File: config.mk
export PLATFORM = sky130hd
export DESIGN_NAME = dbgef_core
export DESIGN_NICKNAME = d
export VERILOG_FILES = /design/src/logic/dbgef_pkg.sv /design/src/logic/dbgef_sticky.sv /design/src/logic/dbgef_core.sv
export SDC_FILE = /design/constraint.sdc
export NUM_CORES = 1
export LEC_CHECK = 0
export ABC_AREA = 1
export BUFFER_PORTS_ARGS = -buffer_cell sky130_fd_sc_hd__buf_2
export CAP_MARGIN = 20
export CORE_ASPECT_RATIO = 1.25
export CORE_MARGIN = 2
export CORE_UTILIZATION = 43
export DETAILED_ROUTE_END_ITERATION = 16
export PLACE_DENSITY = 0.76
export SKIP_CTS_REPAIR_TIMING = 1
export SYNTH_ARGS = -nofsm -noshare
export SYNTH_HDL_FRONTEND = slang
export SYNTH_SLANG_ARGS = --single-unit
File: constraint.sdc
create_clock -name ref_clk -period 1.6 [get_ports ref_clk]
set_input_delay 0.4 -clock ref_clk [delete_from_list [all_inputs] [get_ports ref_clk]]
set_output_delay 0.4 -clock ref_clk [all_outputs]
set_load 0.01 [all_outputs]
File: src/logic/dbgef_pkg.sv
// Purpose: shared constants and carriers for the debug access error flags
// Assumes: one core clock, synchronous active-high reset
// Notes: status_low_register bit positions and filler byte live here
package dbgef_pkg;
	localparam int          STAT_W        = 8;
	localparam int          BIT_COLLIDE   = 4;
	localparam int          BIT_ACCESS_INCOMPLETE_FLAG    = 3;
	localparam int          BIT_RDBAD     = 2;
	localparam int          BIT_ILLEGAL   = 1;
	localparam logic [7:0]  FILLER_BYTE   = 8'hEE;
	localparam logic [7:0]  STAT_RESET    = 8'h00;
	localparam int          FREE_WAIT_CYC = 512;
	localparam int          WAIT_CNT_W    = 10;
	localparam logic [9:0]  WAIT_ONE      = 10'h001;
	localparam logic [9:0]  WAIT_ZERO     = 10'h000;

	// events reported by the command/access engine, one-cycle pulses
	typedef struct packed {
		logic new_cmd;
		logic cmd_busy;
		logic host_low_ack;
		logic calib_pulse;
		logic read_start;
		logic acc_busy;
		logic wr_busy;
		logic stop_access;
		logic bg_cmd;
		logic reg_cmd;
		logic step_cmd;
		logic ecc_err;
		logic unimpl_addr;
		logic flash_write;
		logic bad_reg_index;
	} dbgef_evt_t;

	// device mode levels
	typedef struct packed {
		logic ack_en;
		logic grab_en;
		logic stop_mode;
		logic wait_mode;
		logic wait_return;
		logic entering_wait;
		logic ctrl_en;
		logic stop_continue_select;
		logic external_stall;
	} dbgef_mode_t;

	typedef enum logic [2:0] {
		ACC_IDLE  = 3'b001,
		ACC_WAIT  = 3'b010,
		ACC_ABORT = 3'b100
	} dbgef_acc_state_t;
endpackage

File: src/logic/dbgef_sticky.sv
// Purpose: one sticky flag with write-one clear
// Assumes: set and clear are same-clock pulses
// Notes: set beats clear in the same cycle
`timescale 1ns/1ps
module dbgef_sticky (
	// clock and reset
	input  wire logic ref_clk,
	input  wire logic sys_rst,
	// control
	input  wire logic set_req,
	input  wire logic clr_req,
	// state
	output logic      flag_q
);
	always_ff @(posedge ref_clk) begin
		if (sys_rst)
			flag_q <= 1'b0;
		else if (set_req)
			flag_q <= 1'b1;
		else if (clr_req)
			flag_q <= 1'b0;
	end
endmodule

File: src/logic/dbgef_core.sv
// Purpose: error flags of the debug status low register, access abort and filler data
// Assumes: event pulses come from the command engine on ref_clk; debug_pin is raw
// Notes: wait, stop and write-fault bits are not kept here and read as zero
//
// Functional notes
// - new command before current one completes sets collision flag
// - with ack enabled, host driving pin low during pending ack sets collision
// - collision flag suppresses internal accesses; only calibration pulse clears it
// - ack on, grab off: no free cycle within 512 clocks sets incomplete
// - ack off or grab on: unfinished access at read or next command sets incomplete
// - stop-mode memory or pc sample with select clear sets incomplete
// - incomplete flag aborts access, but not while external stall held
// - background request in wait mode sets incomplete, not aborted, completes later
// - each core register command in wait mode sets incomplete again
// - any command while returning from wait sets incomplete
// - step command while entering wait sets incomplete regardless of halt state
// - incomplete flag set returns filler 0xEE for every data byte
// - incomplete, corrupt read, illegal flags clear on host write one
// - ecc error on debug read sets corrupt flag, real data returned
// - unimplemented memory, flash write, bad register index set illegal flag
// - illegal access returns filler 0xEE per data byte
// - ack command setting bits 3..1 answers with long ack
// - after pin-low collision, acks stay long while flag set
// - host writes to collision position have no effect
`timescale 1ns/1ps
module dbgef_core
	import dbgef_pkg::*;
#(
	parameter int FREE_WAIT = FREE_WAIT_CYC
) (
	// clock and reset
	input  wire logic        ref_clk,
	input  wire logic        sys_rst,
	// debug pin, raw
	input  wire logic        debug_pin,
	// engine events and modes
	input  wire dbgef_evt_t  evt,
	input  wire dbgef_mode_t mode,
	input  wire logic        ack_pending,
	input  wire logic        ack_cmd_done,
	// internal access engine
	input  wire logic        acc_req,
	input  wire logic        free_cycle,
	input  wire logic        acc_done,
	input  wire logic [7:0]  rd_data,
	input  wire logic        rd_valid,
	// host write to status low register
	input  wire logic        stat_wr,
	input  wire logic [7:0]  stat_wdata,
	// outputs to engine
	output logic             acc_go,
	output logic             acc_abort,
	output logic             bg_hold,
	output logic             long_ack,
	output logic [7:0]       data_out_q,
	output logic [7:0]       status_low_register
);
	logic             pin_s1_q;
	logic             pin_s2_q;
	logic             pin_low;
	logic             collide_q;
	logic             access_incomplete_flag_q;
	logic             rdbad_q;
	logic             illegal_q;
	logic             pin_collide_q;
	logic             pin_collide_d;
	logic             bg_hold_q;
	logic             bg_hold_d;
	logic [9:0]       wait_cnt_q;
	logic [9:0]       wait_cnt_d;
	dbgef_acc_state_t st_q;
	dbgef_acc_state_t st_d;

	// pin is asynchronous to the core clock
	always_ff @(posedge ref_clk) begin
		if (sys_rst) begin
			pin_s1_q <= 1'b1;
			pin_s2_q <= 1'b1;
		end else begin
			pin_s1_q <= debug_pin;
			pin_s2_q <= pin_s1_q;
		end
	end
	assign pin_low = ~pin_s2_q;

	// collision set terms
	wire collide_cmd  = evt.new_cmd & evt.cmd_busy;
	wire collide_pin  = mode.ack_en & ack_pending & pin_low;
	wire collide_set  = collide_cmd | collide_pin;

	// incomplete set terms
	wire handshake    = mode.ack_en & ~mode.grab_en;
	wire timeout_hit  = (st_q == ACC_WAIT) && (wait_cnt_q == 10'(FREE_WAIT - 1));
	wire access_incomplete_flag_tmo   = handshake & timeout_hit & ~free_cycle;
	wire access_incomplete_flag_late  = ~handshake &
		((evt.read_start & evt.acc_busy) | (evt.new_cmd & evt.wr_busy));
	wire access_incomplete_flag_stop  = mode.stop_mode & ~mode.stop_continue_select & evt.stop_access;
	wire access_incomplete_flag_bg    = mode.wait_mode & evt.bg_cmd;
	wire access_incomplete_flag_reg   = mode.wait_mode & evt.reg_cmd;
	wire access_incomplete_flag_ret   = mode.wait_return & evt.new_cmd;
	wire access_incomplete_flag_step  = mode.ctrl_en & mode.entering_wait & evt.step_cmd;
	wire access_incomplete_flag_set   = access_incomplete_flag_tmo | access_incomplete_flag_late | access_incomplete_flag_stop | access_incomplete_flag_bg |
		access_incomplete_flag_reg | access_incomplete_flag_ret | access_incomplete_flag_step;

	wire rdbad_set    = evt.ecc_err;
	wire illegal_set  = evt.unimpl_addr | evt.flash_write | evt.bad_reg_index;

	// write-one clears; collision position ignores writes
	wire clr_access_incomplete_flag   = stat_wr & stat_wdata[BIT_ACCESS_INCOMPLETE_FLAG];
	wire clr_rdbad    = stat_wr & stat_wdata[BIT_RDBAD];
	wire clr_illegal  = stat_wr & stat_wdata[BIT_ILLEGAL];

	dbgef_sticky u_collide (
		.ref_clk (ref_clk),
		.sys_rst (sys_rst),
		.set_req (collide_set),
		.clr_req (evt.calib_pulse),
		.flag_q  (collide_q)
	);
	dbgef_sticky u_access_incomplete_flag (
		.ref_clk (ref_clk),
		.sys_rst (sys_rst),
		.set_req (access_incomplete_flag_set),
		.clr_req (clr_access_incomplete_flag),
		.flag_q  (access_incomplete_flag_q)
	);
	dbgef_sticky u_rdbad (
		.ref_clk (ref_clk),
		.sys_rst (sys_rst),
		.set_req (rdbad_set),
		.clr_req (clr_rdbad),
		.flag_q  (rdbad_q)
	);
	dbgef_sticky u_illegal (
		.ref_clk (ref_clk),
		.sys_rst (sys_rst),
		.set_req (illegal_set),
		.clr_req (clr_illegal),
		.flag_q  (illegal_q)
	);

	// pin-caused collision keeps acks long until calibration
	// set wins like the flag itself, so the two never disagree
	assign pin_collide_d = collide_pin ? 1'b1 :
		(evt.calib_pulse ? 1'b0 : pin_collide_q);

	// background request held through wait mode instead of aborting
	assign bg_hold_d = access_incomplete_flag_bg ? 1'b1 : (mode.wait_mode ? bg_hold_q : 1'b0);

	// access sequencer: waits for a free cycle in handshake mode, aborts when allowed
	wire suppress     = collide_q | collide_set;
	wire want_abort   = access_incomplete_flag_set & ~access_incomplete_flag_bg;
	always_comb begin
		st_d       = st_q;
		wait_cnt_d = wait_cnt_q;
		unique case (st_q)
			ACC_IDLE: begin
				wait_cnt_d = WAIT_ZERO;
				if (acc_req && !suppress) begin
					st_d = ACC_WAIT;
				end
			end
			ACC_WAIT: begin
				if (acc_done || suppress) begin
					st_d = ACC_IDLE;
				end else if (want_abort) begin
					st_d = ACC_ABORT;
				end else if (handshake && !free_cycle) begin
					wait_cnt_d = wait_cnt_q + WAIT_ONE;
				end
			end
			ACC_ABORT: begin
				// external stall must drop before the abort may finish
				if (!mode.external_stall) begin
					st_d = ACC_IDLE;
				end
			end
			default: begin
				st_d = ACC_IDLE;
			end
		endcase
	end

	always_ff @(posedge ref_clk) begin
		if (sys_rst) begin
			st_q          <= ACC_IDLE;
			wait_cnt_q    <= WAIT_ZERO;
			pin_collide_q <= 1'b0;
			bg_hold_q     <= 1'b0;
		end else begin
			st_q          <= st_d;
			wait_cnt_q    <= wait_cnt_d;
			pin_collide_q <= pin_collide_d;
			bg_hold_q     <= bg_hold_d;
		end
	end

	assign acc_go    = (st_q == ACC_WAIT) & ~suppress &
		(free_cycle | ~handshake);
	assign acc_abort = (st_q == ACC_ABORT) & ~mode.external_stall;
	assign bg_hold   = bg_hold_q;

	// long ack: bits 3..1 already set or raised by this command, or pin collision still pending
	wire err_now = access_incomplete_flag_set | rdbad_set | illegal_set;
	assign long_ack = mode.ack_en & ack_cmd_done &
		(err_now | access_incomplete_flag_q | illegal_q | rdbad_q | (pin_collide_q & collide_q));

	// filler replaces data; ecc errors still pass the real byte
	wire fill = access_incomplete_flag_q | access_incomplete_flag_set | illegal_q | illegal_set;
	always_ff @(posedge ref_clk) begin
		if (sys_rst)
			data_out_q <= STAT_RESET;
		else if (rd_valid)
			data_out_q <= fill ? FILLER_BYTE : rd_data;
	end

	always_comb begin
		status_low_register              = STAT_RESET;
		status_low_register[BIT_COLLIDE] = collide_q;
		status_low_register[BIT_ACCESS_INCOMPLETE_FLAG]  = access_incomplete_flag_q;
		status_low_register[BIT_RDBAD]   = rdbad_q;
		status_low_register[BIT_ILLEGAL] = illegal_q;
	end
endmodule

==> metrics.txt <==
Switching Share=0.314; Syn Area/Cell=roughly 7 um2; initial antenna violation count=0; CTS buffer count=5; Ys Warns=0; flop and latch count out of synthesis=29; layout cell share with drive strength beyond 1=0.448; max cap viols=0; Max Slew Vio Count=0; Yosys top cell area share=0.357; ANT nets after route=0; CTS sink cnt=29; Multi-input gate area=986 um2; Die Height=72.8 um; first-pass detailed-route iteration total=4; fmax=0.527 GHz; Post-synth top cells=nand2_1 (51), dfxtp_1 (29), nor2_1 (29); CP startpoint kind=flip-flop; Port-buffer cells=59; RSZ-0062 raised after global routing=true; critical-path maximum fanout=2; Vias=1813; R2R setup slack=approximately 0.040 ns; Reg2Reg Depth=10; DRC=0; WS Path Type=flip-flop to output pin; WP data required=around 1.2 ns; hold path cells=2; Seq. cell area=588 um2; Worst R2R End=wait_cnt_q[9]; crit-path cells=ha_4 > nand3_4 > nor2_4 > nand3_2 > nand2_2 > inv_2 > nand2_2 > nor3_1 > nor2_1 > buf_2; worst vdd ir=roughly 0.54 mV; Gate power share=0.309; Ant. Diodes=0; Avg WL per Cell=roughly 12 um; ys async rst share=0; # rows=25; Slowest-stage cell, CP=dfxtp_2; Final Skew=0.00924 ns; number of global-route vias before repair=1718; P&R area growth vs syn=48.9%; Finished Cell Area=0.00242 mm2; Critical Path AT=~1.5 ns; pwr dens=887 mW/mm2; vias per cell=4.90; total core area=about 0.0037 mm2; full die area=0.00429 mm2; Clock Latency Late Sink=0.29 ns; Sum Neg Setup Slack=-0.299 ns; Hold Vio Cnt, Final=0; Final setup viols=2; number of synthesized flops with an enable pin=0; CP endpoint=long_ack; Internal=1.47 mW; CP max stage delay=~0.35 ns; Crit. End Element=output pin; post-synth top area cell=dfxtp_1; Ports=70; Hold/Removal Path Class=primary input to flip-flop; Power Total=approximately 2.1 mW; r2r startpoint=wait_cnt_q[0]; Root Buffer=clkbuf_8; largest net degree at the start of global routing=13; TritonCTS clock tree=done; Clock power frac=0.314; Setup crit start=wait_cnt_q[0]; H-tree depth=2; first-pass GRT wire length=6.84 mm; DRT iter0 DRCs=30; GRT Residual Overflow=0; Psw=around 0.67 mW; GRT Overall Usage=0.207; hpwl dp=a little over 3 mm; placed inst area=0.00214 mm2; routed wire length=4.29 mm; WHS=0.314 ns; clk buf depth=2; min cycle time layout=1.90 ns; Leak=1.18 nW; violated checks=negative setup slack; status=complete, but fails checks; final worst slack=-0.297 ns; CTS clock-pin slew for the worst setup and hold paths=0.06 ns; Synth cell types=30; Die Width=59.0 um; count leader, synth=nand2_1; register area share after synthesis=0.357; GPL Wtd Cong=0.786; nets=380; Initial Utilization=0.441; crit share post-route=1.19; Reg power frac=0.377; most common cell type on the critical path=nand2_2; filler cell count=338; top_reg_cell synth=dfxtp_1; Mapped Area=around 0.0016 mm2; final core utilization=0.656; post-synthesis cell count=238; synth top area cells=dfxtp_1 (36%), nand2_1 (12%), nor2_1 (6.7%)
==> worst max-delay path: cells and delay by family (launching register included) <==
family | cells | cell delay (ns)
fa+ha+maj | 1 | 0.15
buf+inv | 2 | 0.17
flops | 1 | 0.35
simple gates | 7 | 0.53
==> power by group through the flow <==
stage                     logic, mW  registers (mW)  clock network [mW]
after global routing          0.726           0.816               0.715
after global placement        0.555           0.813                   0
after detailed placement      0.565           0.817                   0
final                         0.664           0.809               0.674
after floorplan               0.308           0.820                   0
after CTS                     0.567           0.801               0.690
==> per-layer routing <==
metal  vias to the layer above  share of wire  GRT usage
met2                        53           0.55      0.394
met1                       829           0.39      0.205
li1                        924              -          -
met4                         0          0.017      0.101
met5                         -              0          0
met3                         7          0.043     0.0461
==> worst min path at each step <==
stage / start / endpoint
2_1_floorplan: pin_s1_q / pin_s2_q
5_1_grt: debug_pin / pin_s1_q
4_1_cts: debug_pin / pin_s1_q
3_3_place_gp: pin_s1_q / pin_s2_q
3_5_place_dp: pin_s1_q / pin_s2_q
6_report: debug_pin / pin_s1_q
==> cell families (layout without fill, tap and decap cells) <==
kind of cell | Yosys count | after routing | synth area share
XOR/XNOR | 5 | 5 | 0.0269
AO/OA/AOI/OAI | 28 | 28 | 0.0931
other | 1 | 4 | 0.00231
adder cells (fa/ha/maj) | 1 | 1 | 0.00769
AND/OR/NAND/NOR | 130 | 131 | 0.382
buffers and inverters | 44 | 132 | 0.132
flip-flops | 29 | 29 | 0.357
==> layout by cell type (no fill, tap or decap), types with 2 or more instances in the layout <==
cell	n
buf_2	59
nand2_1	50
buf_4	33
nor2_1	29
inv_1	27
dfxtp_1	23
o21ai_0	10
nand3_1	8
nor3_1	8
a21oi_2	7
a21oi_1	7
clkbuf_8	7
nand3_2	6
dfxtp_2	6
nand2_2	5
nand3_4	5
nor2_4	5
nand4_1	5
conb_1	4
xnor2_1	3
or2_2	3
nor3_2	2
nand2_4	2
xor2_1	2
buf_6	2
==> stage by stage <==
stage	instances	setup slack, ns
floorplan	241	-0.115
global placement	358	-0.256
detailed placement	358	-0.297
CTS	366	-0.407
global route	370	-0.423
finish	370	-0.297
==> sequential cells by signal, summed over array words and instances (netlist names) <==
signal,flops
u_collide.flag_q,1
pin_s1_q,1
u_access_incomplete_flag.flag_q,1
u_illegal.flag_q,1
pin_collide_q,1
bg_hold,1
data_out_q,8
wait_cnt_q,10
pin_s2_q,1
u_rdbad.flag_q,1
st_q,3
==> cell type report <==
| type | instances | area share |
|---|---|---|
| multi-input combinational | 169 | 0.407 |
| sequential | 29 | 0.243 |
| timing repair buffer | 95 | 0.242 |
| inverter | 29 | 0.0460 |
| clock buffer | 7 | 0.0398 |
| tap | 40 | 0.0207 |
| clock inverter | 1 | 0.00207 |
No activity file was read; power rests on OpenSTA's default activity.
